==> config.mk <==
export PLATFORM = sky130hd
export DESIGN_NAME = srs_reset_seq
export DESIGN_NICKNAME = d
export VERILOG_FILES = /design/src/inc/srs_pkg.sv /design/src/srs_cfg_latch.sv /design/src/srs_reset_seq.sv
export SDC_FILE = /design/constraint.sdc
export NUM_CORES = 1
export LEC_CHECK = 0
export BUFFER_PORTS_ARGS = -buffer_cell sky130_fd_sc_hd__buf_2
export CELL_PAD_IN_SITES_DETAIL_PLACEMENT = 1
export CELL_PAD_IN_SITES_GLOBAL_PLACEMENT = 1
export CORE_AREA = 8 8 87 89
export DETAILED_ROUTE_END_ITERATION = 6
export DIE_AREA = 0 0 95 97
export GPL_TIMING_DRIVEN = 1
export PLACE_DENSITY_LB_ADDON = 0.1
export SLEW_MARGIN = 10
export SYNTH_ARGS = -nofsm -noshare
export SYNTH_HDL_FRONTEND = slang
export SYNTH_SLANG_ARGS = --single-unit
export TNS_END_PERCENT = 1
==> constraint.sdc <==
create_clock -name clk -period 5.8 [get_ports clk]
set_clock_uncertainty 0.1 [all_clocks]
set_input_delay 0.87 -clock clk [delete_from_list [all_inputs] [get_ports clk]]
set_output_delay 0.87 -clock clk [all_outputs]
set_load 0.005 [all_outputs]
==> src/inc/srs_pkg.sv <==
`default_nettype none
package srs_pkg;
   // stretch after power-on or hard reset, in reference clock cycles
   localparam int STRETCH_CYCLES = 4096;
   // hard/soft pulse minimum at the pins, reference clock cycles
   localparam int MIN_PULSE_CYCLES = 4;
   // extra reference edges that keep the config word updating after release
   localparam int LOCK_DELAY_CYCLES = 2;
   // config word width
   localparam int CFG_WIDTH = 16;
   // reset value of the config word register
   localparam logic [15:0] CFG_RESET = 16'h0000;

   // sequencer states
   typedef enum logic [1:0] {
      SRS_IDLE    = 2'b00, // running, no reset
      SRS_POR     = 2'b01, // power-on held or stretching
      SRS_HARD    = 2'b10, // hard reset stretching after a valid pulse, restarted if held again
      SRS_SOFT    = 2'b11  // soft reset pulse seen
   } srs_state_t;

   // pin triple for an open-drain reset line
   typedef struct packed {
      logic in;            // sampled pin level
      logic out;           // driven level (always low)
      logic oeN;           // low while driving
   } srs_pin_t;
endpackage
`default_nettype wire

==> src/srs_cfg_latch.sv <==
`timescale 1ns/1ps
`default_nettype none
module srs_cfg_latch #(
   parameter int WIDTH = srs_pkg::CFG_WIDTH
) (
   input  wire logic             clk,        // reference clock
   input  wire logic             rst_n,      // async reset
   input  wire logic             resetHeld,  // hard or power-on active
   input  wire logic [WIDTH-1:0] cfgPins,    // config word pins
   output logic      [WIDTH-1:0] cfgWord,    // captured word
   output logic                  cfgLocked   // word frozen
);
   import srs_pkg::*;

   logic [WIDTH-1:0] cfg_reg, cfg_next;     // captured word
   logic [1:0]       lock_reg, lock_next;   // edges left after release

   ////////////////////////////////////////////////////////////////////////
   // capture while reset is held, then two more edges, then freeze
   always_comb begin
      cfg_next  = cfg_reg;
      lock_next = lock_reg;
      if (resetHeld) begin
         cfg_next  = cfgPins;
         lock_next = 2'(LOCK_DELAY_CYCLES);
      end else if (lock_reg != 2'h0) begin
         cfg_next  = cfgPins;
         lock_next = lock_reg - 2'h1;
      end
   end

   // registers only
   always_ff @(posedge clk or negedge rst_n) begin
      if (!rst_n) begin
         cfg_reg  <= CFG_RESET[WIDTH-1:0];
         lock_reg <= 2'(LOCK_DELAY_CYCLES);
      end else begin
         cfg_reg  <= cfg_next;
         lock_reg <= lock_next;
      end
   end

   assign cfgWord   = cfg_reg;
   assign cfgLocked = (lock_reg == 2'h0) && !resetHeld;
endmodule
`default_nettype wire

==> src/srs_reset_seq.sv <==
`timescale 1ns/1ps
`default_nettype none
// Functional notes
// - reset pins asynchronous, may assert anytime; pins are sampled here with no synchronizer
// - hold hard, soft low 4096 after power-on
// - internal resets stretched 4096 after hard release
// - capture config word each edge during reset
// - config word locks three edges after release
module srs_reset_seq #(
   parameter int STRETCH = srs_pkg::STRETCH_CYCLES, // stretch length
   parameter int MINW    = srs_pkg::MIN_PULSE_CYCLES, // valid pulse width
   parameter int WIDTH   = srs_pkg::CFG_WIDTH       // config word width
) (
   input  wire logic             clk,           // reference clock
   input  wire logic             rst_n,         // async reset
   input  wire logic             powerOnResetN, // power_on_reset_in pin
   input  wire logic             hardResetIn,   // hard_reset_line level
   output logic                  hardResetOut,  // hard line drive value
   output logic                  hardResetOeN,  // hard line enable, low=drive
   input  wire logic             softResetIn,   // soft_reset_line level
   output logic                  softResetOut,  // soft line drive value
   output logic                  softResetOeN,  // soft line enable, low=drive
   input  wire logic [WIDTH-1:0] cfgPins,       // config word pins
   output logic      [WIDTH-1:0] cfgWord,       // locked config word
   output logic                  cfgLocked,     // config word frozen
   output logic                  intHardRstN,   // internal hard reset
   output logic                  intSoftRstN    // internal soft reset
);
   import srs_pkg::*;

   localparam int CW = $clog2(STRETCH + 1);    // stretch counter width

   srs_state_t      state_reg, state_next;     // sequencer state
   logic [CW-1:0]   cnt_reg, cnt_next;         // stretch countdown
   logic [3:0]      hLow_reg, hLow_next;       // hard low run length
   logic [3:0]      sLow_reg, sLow_next;       // soft low run length
   logic            drvH_reg, drvH_next;       // driving hard line
   logic            drvS_reg, drvS_next;       // driving soft line
   logic            intH_reg, intH_next;       // internal hard, active low
   logic            intS_reg, intS_next;       // internal soft, active low
   logic [WIDTH-1:0] cfgW;                     // latch word
   logic            cfgL;                      // latch lock
   logic [WIDTH-1:0] cfg_reg;                  // word output flop
   logic            lck_reg;                   // lock output flop
   logic            resetHeld;                 // hard or power-on active

   // saturating run-length counter for pin low time
   function automatic logic [3:0] runLen(input logic low,
                                         input logic [3:0] n);
      if (!low)
         return 4'h0;
      else if (n == 4'hF)
         return n;
      else
         return n + 4'h1;
   endfunction

   ////////////////////////////////////////////////////////////////////////
   // pulse width tracking; pins are taken as already synchronous
   // own drive is masked, or every power-on stretch end would look like a pulse
   always_comb begin
      hLow_next = runLen(!hardResetIn && !drvH_reg, hLow_reg);
      sLow_next = runLen(!softResetIn && !drvS_reg, sLow_reg);
   end

   // sequencer: power-on beats hard beats soft
   always_comb begin
      state_next = state_reg;
      cnt_next   = cnt_reg;
      unique case (state_reg)
         SRS_IDLE: begin
            // our own drive reads back low; ignore it by checking drv
            if (hLow_reg >= 4'(MINW) && hardResetIn) begin
               state_next = SRS_HARD;
               // this edge is already the first released cycle
               cnt_next   = CW'(STRETCH - 1);
            end else if (sLow_reg >= 4'(MINW) && softResetIn) begin
               state_next = SRS_SOFT;
            end
         end
         SRS_POR: begin
            if (cnt_reg != '0)
               cnt_next = cnt_reg - CW'(1);
            else
               state_next = SRS_IDLE;
         end
         SRS_HARD: begin
            if (!hardResetIn)
               cnt_next = CW'(STRETCH);  // restart while held again
            else if (cnt_reg != '0)
               cnt_next = cnt_reg - CW'(1);
            else
               state_next = SRS_IDLE;
         end
         SRS_SOFT: begin
            if (softResetIn)
               state_next = SRS_IDLE;
         end
      endcase
      // power-on wins at any time; a glitch here reaches logic unfiltered
      if (!powerOnResetN) begin
         state_next = SRS_POR;
         cnt_next   = CW'(STRETCH);
      end
   end

   // drive values derived from next state so outputs stay registered
   always_comb begin
      drvH_next = (state_next == SRS_POR);
      drvS_next = (state_next == SRS_POR);
      intH_next = !(state_next == SRS_POR || state_next == SRS_HARD);
      intS_next = intH_next && (state_next != SRS_SOFT);
   end

   // registers only
   always_ff @(posedge clk or negedge rst_n) begin
      if (!rst_n) begin
         state_reg <= SRS_POR;
         cnt_reg   <= CW'(STRETCH);
         hLow_reg  <= 4'h0;
         sLow_reg  <= 4'h0;
         drvH_reg  <= 1'b1;
         drvS_reg  <= 1'b1;
         intH_reg  <= 1'b0;
         intS_reg  <= 1'b0;
         cfg_reg   <= CFG_RESET[WIDTH-1:0];
         lck_reg   <= 1'b0;
      end else begin
         state_reg <= state_next;
         cnt_reg   <= cnt_next;
         hLow_reg  <= hLow_next;
         sLow_reg  <= sLow_next;
         drvH_reg  <= drvH_next;
         drvS_reg  <= drvS_next;
         intH_reg  <= intH_next;
         intS_reg  <= intS_next;
         cfg_reg   <= cfgW;
         lck_reg   <= cfgL;
      end
   end

   ////////////////////////////////////////////////////////////////////////
   // open-drain: value is always low, only the enable moves
   assign hardResetOut = 1'b0;
   assign softResetOut = 1'b0;
   assign hardResetOeN = !drvH_reg;
   assign softResetOeN = !drvS_reg;
   assign intHardRstN  = intH_reg;
   assign intSoftRstN  = intS_reg;
   assign cfgWord      = cfg_reg;
   assign cfgLocked    = lck_reg;

   // hard reset seen on the line, including our own drive
   assign resetHeld = !powerOnResetN || !hardResetIn;

   srs_cfg_latch #(
      .WIDTH     (WIDTH)
   ) u_cfg (
      .clk       (clk),
      .rst_n     (rst_n),
      .resetHeld (resetHeld),
      .cfgPins   (cfgPins),
      .cfgWord   (cfgW),
      .cfgLocked (cfgL)
   );
endmodule
`default_nettype wire
Word level (Yosys, flattened, before mapping)
Index checks and enable logic that the tools add are counted.

Flip-flop bits (word level): 61. Input bits: 21. Output and inout port bits: 23.

Add/sub/neg operators: 4. $lt $le $gt $ge: 2. Equality and inequality tests: 12. Muxes and demuxes: 20. Reduce and logical (&&, ||, !) cells: 20.

Operators with widths (number): 2-to-1 mux 13 bit (4); case mux 13 bit (3 select lines) (1); 2-to-1 mux 16 bit (2); 2-to-1 mux 2 bit (8); 2-to-1 mux 4 bit (4); nonzero test 13 bit (1); subtractor 13 x 1 -> 13 bit (second input constant) (1); adder 4 x 1 -> 4 bit (second input constant) (2); == test 4 bit (second input constant) (2); >= comparator 4 x 3 -> 1 bit (second input constant) (2); case mux 2 bit (4 select lines) (1); == test 2 bit (second input constant) (3); logical AND 1 bit (6); logical NOT 1 bit (6); inequality test 2 bit (second input constant) (3); == test 2 x 1 -> 1 bit (second input constant) (2); logical NOT 2 bit (2); inequality test 4 x 1 -> 1 bit (second input constant) (1); nonzero test 2 bit (2); inequality test 3 bit (second input constant) (1); logical OR 1 bit (2); AND reduction 2 bit (1); subtractor 2 x 1 -> 2 bit (second input constant) (1).

Longest topological paths before layout
Gate-level depths: netlist of run 1.

Word-level depth: 10. Gate-level depth with buffers: 9. Mapped depth without buffers: 9.

Modules after synthesis
From an unflattened synthesis of run 1, not the netlist that was laid out.

Cell total of the unflattened synthesis: 247. Area, all modules: 2896.5 sq um.

Modules (own cells, without submodules): srs_reset_seq (times used 1, cells each 201, area an instance 2134.5 sq um, sequential area each 1079.8 sq um); srs_cfg_latch (times used 1, cells each 46, area an instance 762.0 sq um, sequential area each 451.7 sq um).

Worst setup path before layout of run 1
Ideal clock, no wire load.

Path type: reg-to-reg. Start: register cnt_reg[0]. End: register intH_reg, in the netlist intHardRstN. Setup time: 0.113 ns. Arrival time: 1.976 ns. Setup slack: 3.612 ns. Cell stages (with the launch flop): 10. Path through: dfrtp_1 -> inv_1 -> ha_1 -> nor2b_1 -> and2_1 -> a41oi_2 -> nor2b_2 -> o41a_1 -> ha_1 -> inv_1.

Word-level cells in the longest chain between the ends: 8. Elaborated cells on any way between the ends: 9. Those cells by class: eq/ne (2); mux (4); reduce/logical (3).

Ends and longest elaborated chain: from (decl) (line srs_reset_seq.sv:34) `logic [CW-1:0] cnt_reg, cnt_next;`; from (signal assigned) (line srs_reset_seq.sv:119) `cnt_reg <= CW'(STRETCH);`; from (signal assigned) (line srs_reset_seq.sv:130) `cnt_reg <= cnt_next;`; nonzero test 13 bit (*) (line srs_reset_seq.sv:82, srs_reset_seq.sv:90); 2-to-1 mux 2 bit (*) (line srs_reset_seq.sv:82, srs_reset_seq.sv:90); 2-to-1 mux 2 bit (line srs_reset_seq.sv:88) `if (!hardResetIn)`; case mux 2 bit (4 select lines) (*) (line srs_reset_seq.sv:70) `unique case (state_reg)`; 2-to-1 mux 2 bit (*) (line srs_reset_seq.sv:101) `if (!powerOnResetN) begin`; == test 2 x 1 -> 1 bit or == test 2 bit (tied branches) (line srs_reset_seq.sv:111) `intH_next = !(state_next == SRS_POR || state_next == SRS_HARD);`; logical OR 1 bit (*) (line srs_reset_seq.sv:111); logical NOT 1 bit (*) (line srs_reset_seq.sv:111); net intH_next (line srs_reset_seq.sv:39) `logic intH_reg, intH_next;`; to (signal assigned) (line srs_reset_seq.sv:135) `intH_reg <= intH_next;`; to (decl) (line srs_reset_seq.sv:39).

Mark *: on every way through the listed nets, which the timed path passes. The rest lies on a longest branch. A chain may end at the register's enable or synchronous reset.

Worst setup path in the final report of run 1
Same ends and word-level chain as after synthesis.

==> reports/metrics.csv, run 1 <==
stage,metric,value,unit
run_status,status,"finished, final reports clean",
placed_design,RePlAce Congestion,0.779,
drt,WL/cell,17.5,µm
cts,clk_lat worst skew,0.34,ns
setup_path,CP Capture Point,intHardRstN,
timing,fin crit share,0.428,
logic_synthesis,Yosys cell types,51,
setup_path,crit path from,cnt_reg[0],
hold_path,hold crit path type,reg2reg,
timing,RSZ-0062 raised after global routing,no,
drt,DR pass1 iterations,4,
setup_path,Reg-to-Reg End,intHardRstN,
setup_path,CP endpoint kind,flop,
layout,area of the multi-input gates,0.00119,mm²
cts,Max Root-Sink Buffers,2,
setup_path,Critical path buffers and inverters,2,
timing,# setup viols final,0,
power_and_ir_drop,cell leakage power,1.55,nW
logic_synthesis,most common cell in the netlist,dfrtp_1,
floorplan,# rows,29,
drt,vias post-DR,2131,
power_and_ir_drop,"Power, Total",0.00150,W
layout,sequential cell area,0.00153,mm²
setup_path,Worst setup SP type,flop,
logic_synthesis,sequential area share after synthesis,0.538,
power_and_ir_drop,Pwr Density,454,mW/mm²
setup_path,CP arrival,2.63,ns
setup_path,maximum fanout along the worst path,5,
cts,Post-CTS Setup Bufs,0,
setup_path,FF-to-FF path depth,9,
drt,Antenna Nets Post-Route,0,
cts,total CTS buffers,9,
setup_path,CP required,5.94,ns
setup_path,critical path class,reg2reg,
timing,fmax,402,MHz
cts,H-tree depth,3,
logic_synthesis,#FFs+latches synth,61,
drt,Initial DRC Count,91,
floorplan,Starting Density,0.459,
power_and_ir_drop,Peak supply drop,0.000235,V
setup_path,CP peak stage delay,0.45,ns
timing,Worst-Margin Slew,0.824,ns
timing,headroom to the max-slew limit,0.449,
layout,nets,327,
logic_synthesis,most frequent cells after synthesis,"dfrtp_1 (57), nor2_1 (20), inv_1 (17), mux2_2 (17), nand2_1 (13)",
drt,DRC viols,0,
logic_synthesis,syn avg cell area,11.3,µm²
setup_path,cell family with the largest share of critical-path delay,compound AO/OA/AOI/OAI gates,
timing,Final Hold Viols,0,
flow_run,Max Cap Viol,0,
global_route,gr ovfl total,0,
floorplan,die height,97,µm
global_route,initial antenna violation count,0,
timing,setup_tns,0,ns
setup_path,CP max-delay cell,o41a_1,
placed_design,port bufs,41,
drt,Post-Route WL,6600,µm
global_route,largest net degree at the start of global routing,62,
floorplan,DIE AREA,0.00922,mm²
cts,Root Buffer,clkbuf_8,
cts,hold_buf cts,0,
cts,post-CTS sizing,0,
floorplan,Die Width,95,µm
placed_design,HPWL Detailed,4680,µm
logic_synthesis,Synth Instances,253,
logic_synthesis,yosys synthesis warning count,0,
logic_synthesis,ys async rst share,1.00,
setup_path,CP cell instances,inv_1 -> ha_1 -> nor2b_1 -> and2_1 -> a41oi_2 -> nor2b_2 -> o41a_1 -> ha_1 -> inv_1,
cts,CTS sink count,61,
setup_path,CP Depth,9,
timing,Final min period,2.48,ns
setup_path,Reg-to-Reg Start,cnt_reg[0],
layout,Layout fillers,691,
timing,"Slew Viols, Final",0,
logic_synthesis,cell type with the highest aggregate area in the netlist,dfrtp_1,
floorplan,Core Footprint,0.00620,mm²
cts,CTS tree,built,
global_route,Global Route Usage Sum,0.156,
logic_synthesis,Yosys top cell area share,0.501,
logic_synthesis,number of synthesized flops with an enable pin,0,
cts,Worst-path clk slew,0.07,ns
logic_synthesis,Mapped Area,0.00285,mm²
layout,Antenna diodes,0,
setup_path,r2r setup slk,3.32,ns
layout,fin util,0.532,
global_route,first-pass GRT wire length,11300,µm
layout,share of cells above drive strength 1,0.279,
floorplan,Top Ports,44,
global_route,vias in the first global route,2291,
layout,area delta synth->final,15.8,%
logic_synthesis,Most used DFF post-synth,dfrtp_1,
drt,Vias/cell,5.64,
logic_synthesis,Synth area leaders,"dfrtp_1 (50%), mux2_2 (6.7%), ha_1 (4.4%)",
worst register-to-register path, stage by stage (launching register included):
cell and delay, ns:
dfrtp_1 0.43, inv_1 0.11, ha_1 0.24, nor2b_1 0.19, and2_1 0.21, a41oi_2 0.26
nor2b_2 0.09, o41a_1 0.45, ha_1 0.28, inv_1 0.04
cell type report:
class | count | share of cell area
well taps | 77 | 0.0292
clock buffers | 12 | 0.0410
multi-input cells | 165 | 0.360
flip-flops and latches | 61 | 0.464
repair buffers | 42 | 0.0645
inverters | 17 | 0.0193
clock inverters | 4 | 0.0220
metal layers:
layer	global-route usage	share of wire	wire, µm
met1	0.193	0.44	2880
met2	0.248	0.51	3340
met3	0.0301	0.035	230
met4	0.0853	0.023	154
met5	0	0	0
worst min-delay path by stage:
stage,startpoint,cells past startpoint,endpoint,slack [ns]
2_1_floorplan,u_cfg.cfgWord[0],0,cfgWord[0],0.25
3_3_place_gp,u_cfg.cfgWord[11],0,cfgWord[11],0.26
3_5_place_dp,u_cfg.cfgWord[11],0,cfgWord[11],0.26
4_1_cts,u_cfg.cfgWord[13],0,cfgWord[13],0.28
5_1_grt,u_cfg.cfgWord[3],0,cfgWord[3],0.28
6_report,u_cfg.cfgWord[11],0,cfgWord[11],0.27
cells in the final DEF (no fill, tap or decap), types with 3 or more instances in the layout:
| master | n |
|---|---|
| dfstp_2 | 4 |
| dfrtp_1 | 57 |
| a31oi_1 | 7 |
| o311ai_1 | 4 |
| xnor2_1 | 3 |
| nand3_1 | 12 |
| mux2i_1 | 3 |
| nor2_1 | 20 |
| o211ai_1 | 3 |
| and3_1 | 4 |
| mux2_2 | 17 |
| a21oi_1 | 9 |
| clkbuf_1 | 3 |
| a2111oi_0 | 3 |
| nor3_1 | 9 |
| nand2_1 | 13 |
| inv_1 | 17 |
| buf_2 | 41 |
| ha_1 | 10 |
| o21ai_0 | 12 |
| clkbuf_8 | 9 |
cells by family (layout without fill, tap and decap cells):
logic type | after synthesis | in the layout | synth area share
xor gates and xnor gates | 3 | 3 | 0.00923
and+or+nand+nor | 72 | 72 | 0.139
AOI/OAI and AO/OA | 58 | 58 | 0.144
adders and majority gates | 10 | 10 | 0.0439
other | 1 | 2 | 0.00132
DFF | 61 | 61 | 0.538
muxes | 20 | 20 | 0.0778
buffers and inverters | 28 | 75 | 0.0470
stage by stage:
step | instances | hold WS, ns | worst slack (ns) | area, µm²
finish | 378 | 0.271 | 3.32 | 3300
global route | 378 | 0.282 | 3.15 | 3300
CTS | 378 | 0.276 | 3.31 | 3300
detailed placement | 362 | 0.260 | 3.21 | 3090
global placement | 362 | 0.256 | 3.31 | 3090
floorplan | 254 | 0.250 | 3.61 | 2850
where the power goes:
group          internal (W)  switching (W)
logic              0.000203       0.000317
clock network      0.000242       0.000166
registers          0.000502      0.0000693
(Power assumes the default switching activity.)
==> run 2: changes to the inputs <==
Settings changed: CORE_AREA 8 8 87 89 to 8 8 94 96, DIE_AREA 0 0 95 97 to 0 0 102 104.
Clock period 5.8 ns to 2.2 ns, I/O delays scaled along.
==> run 2 against run 1 <==
Effect of this change: first-iteration DRC count fell by 58%; critical endpoint unchanged; combinational power rose to 3.3 times the previous value; hold slack got worse by 0.15 ns; non-clock buffer count rose by 24; global-route usage fell by 1.6 points; clock power rose to 2.6 times the previous value; sequential share of layout area fell by 3.5 points; routed wire length rose by 3.0%; highest routed layer unchanged; via count rose by 4.0%; critical path type unchanged; total power rose to 2.8 times the previous value; register-to-register slack got worse by 3.2 ns; critical path depth did not move.
==> reports/metrics.csv, run 2 (synthesis results as in run 1) <==
stage,metric,value,unit,change
run_status,status,"finished, final reports clean",,unchanged
layout,share of cells above drive strength 1,0.366,,was 0.279
cts,total CTS buffers,9,,unchanged
setup_path,CP arrival,2.29,ns,was 2.63 ns
setup_path,crit path from,state_reg[0],,was cnt_reg[0]
timing,# setup viols final,0,,unchanged
drt,Initial DRC Count,38,,was 91
setup_path,CP endpoint kind,flop,,unchanged
setup_path,CP required,2.38,ns,was 5.94 ns
power_and_ir_drop,"Power, Total",0.00426,W,was 0.00150 W
setup_path,Worst setup SP type,flop,,unchanged
floorplan,Top Ports,44,,unchanged
power_and_ir_drop,Pwr Density,1190,mW/mm²,was 454 mW/mm²
placed_design,HPWL Detailed,4840,µm,was 4680 µm
drt,Post-Route WL,6800,µm,was 6600 µm
setup_path,CP cell instances,inv_1 -> ha_2 -> nor2_1 -> a41oi_2 -> buf_4 -> a21bo_1 -> o211ai_1 -> ha_1 -> inv_1,,was inv_1 -> ha_1 -> nor2b_1 -> and2_1 -> a41oi_2 -> nor2b_2 -> o41a_1 -> ha_1 -> inv_1
global_route,Global Route Usage Sum,0.140,,was 0.156
setup_path,maximum fanout along the worst path,6,,was 5
global_route,largest net degree at the start of global routing,62,,unchanged
setup_path,Critical path buffers and inverters,3,,was 2
floorplan,DIE AREA,0.0106,mm²,was 0.00922 mm²
setup_path,critical path class,reg2reg,,unchanged
global_route,gr ovfl total,0,,unchanged
global_route,first-pass GRT wire length,11800,µm,was 11300 µm
setup_path,CP max-delay cell,dfstp_2,,was o41a_1
cts,Max Root-Sink Buffers,2,,unchanged
floorplan,Core Footprint,0.00745,mm²,was 0.00620 mm²
cts,clk_lat worst skew,0.33,ns,was 0.34 ns
cts,CTS sink count,61,,unchanged
drt,DR pass1 iterations,4,,unchanged
layout,nets,351,,was 327
floorplan,Die Width,102,µm,was 95 µm
global_route,initial antenna violation count,0,,unchanged
floorplan,Starting Density,0.382,,was 0.459
timing,RSZ-0062 raised after global routing,yes,,was no
drt,Antenna Nets Post-Route,0,,unchanged
cts,CTS tree,built,,unchanged
layout,Antenna diodes,0,,unchanged
timing,Final min period,2.11,ns,was 2.48 ns
hold_path,hold crit path type,in2reg,,was reg2reg
power_and_ir_drop,cell leakage power,1.69,nW,was 1.55 nW
timing,Final Hold Viols,0,,unchanged
setup_path,cell family with the largest share of critical-path delay,flip-flops,,was compound AO/OA/AOI/OAI gates
cts,Worst-path clk slew,0.08,ns,was 0.07 ns
placed_design,port bufs,41,,unchanged
floorplan,# rows,32,,was 29
drt,Vias/cell,5.19,,was 5.64
drt,vias post-DR,2217,,was 2131
placed_design,RePlAce Congestion,0.714,,was 0.779
setup_path,CP peak stage delay,0.57,ns,was 0.45 ns
placed_design,Place WS,-0.0179,ns,was 3.21 ns
layout,"commonest non-fill, non-tap cell in the layout",dfrtp_1,,unchanged
cts,Root Buffer,clkbuf_8,,unchanged
flow_run,Max Cap Viol,0,,unchanged
drt,WL/cell,15.9,µm,was 17.5 µm
global_route,vias in the first global route,2390,,was 2291
timing,final worst slack,0.0901,ns,was 3.32 ns
timing,"Slew Viols, Final",0,,unchanged
power_and_ir_drop,Peak supply drop,0.000430,V,was 0.000235 V
layout,most frequent cells in the layout,"dfrtp_1 (57), buf_2 (41), buf_4 (22)",,"was dfrtp_1 (57), buf_2 (41), nor2_1 (20)"
hold_path,HP Start,cfgPins[9],,was u_cfg.cfgWord[11]
layout,area delta synth->final,25.2,%,was 15.8%
floorplan,die height,104,µm,was 97 µm
layout,fin util,0.479,,was 0.532
cts,H-tree depth,3,,unchanged
timing,fmax,474,MHz,was 402 MHz
timing,fin crit share,0.959,,was 0.428
setup_path,Reg-to-Reg Start,state_reg[0],,was cnt_reg[0]
setup_path,Crit path top cell by count,inv_1,,
drt,DRC viols,0,,unchanged
==> run 2: repair_timing <==
action | 4_1_cts | 5_1_grt
setup buffers | 0 | 4
gates resized for setup | 2 | 9
endpoints found under the setup margin | 2 | 9
hold endpoints to repair | 57 | 0
hold buffers | 1 | 0
pin swaps | 1 | 1
==> run 2: worst reg2reg max path: stages, from the launching register on <==
cell and delay, ns:
dfstp_2 0.57, inv_1 0.08, ha_2 0.23, nor2_1 0.24, a41oi_2 0.08, buf_4 0.16
a21bo_1 0.17, o211ai_1 0.12, ha_1 0.26, inv_1 0.05
==> run 2: final cells by class <==
class | count | area [µm²]
fillers | 852 | 3880
flip-flops and latches | 61 | 1530
multi-input cells | 165 | 1220
repair buffers | 66 | 420
well taps | 102 | 128
clock buffers | 9 | 124
clock inverters | 7 | 81.3
inverters | 17 | 63.8
==> run 2: power breakdown <==
group          switching, W  internal, W  total (W)
combinational      0.000919     0.000814    0.00173
sequential         0.000161      0.00132    0.00148
clock              0.000502     0.000541    0.00104
==> run 2: path summary, 6_finish.rpt <==
check	slack (ns)	to	depth (start not counted)
max in group asynchronous	1.25	state_reg[0]	3
worst max register to register	0.09	intHardRstN	9
worst max-delay path	0.09	intHardRstN	9
min in group asynchronous	0.44	cnt_reg[7]	3
worst min register to register	0.28	cfgWord[0]	0
worst min-delay path	0.12	u_cfg.cfgWord[9]	2
==> run 2: per-layer routing <==
layer,up-vias,track usage,wire length [µm]
met5,-,0,0
met4,0,0.0504,91
met3,9,0.0475,393
met2,36,0.214,3210
met1,1125,0.179,3110
li1,1047,-,-
==> run 2: stage by stage <==
step / cells / hold WS [ns] / TNS [ns] / area [µm²]
2_1_floorplan: 254 / -0.0656 / 0 / 2850
3_3_place_gp: 406 / 0.255 / 0 / 3290
3_5_place_dp: 406 / 0.260 / -0.0179 / 3290
4_1_cts: 423 / 0.102 / 0 / 3510
5_1_grt: 427 / 0.102 / -0.0171 / 3560
6_report: 427 / 0.118 / 0 / 3560
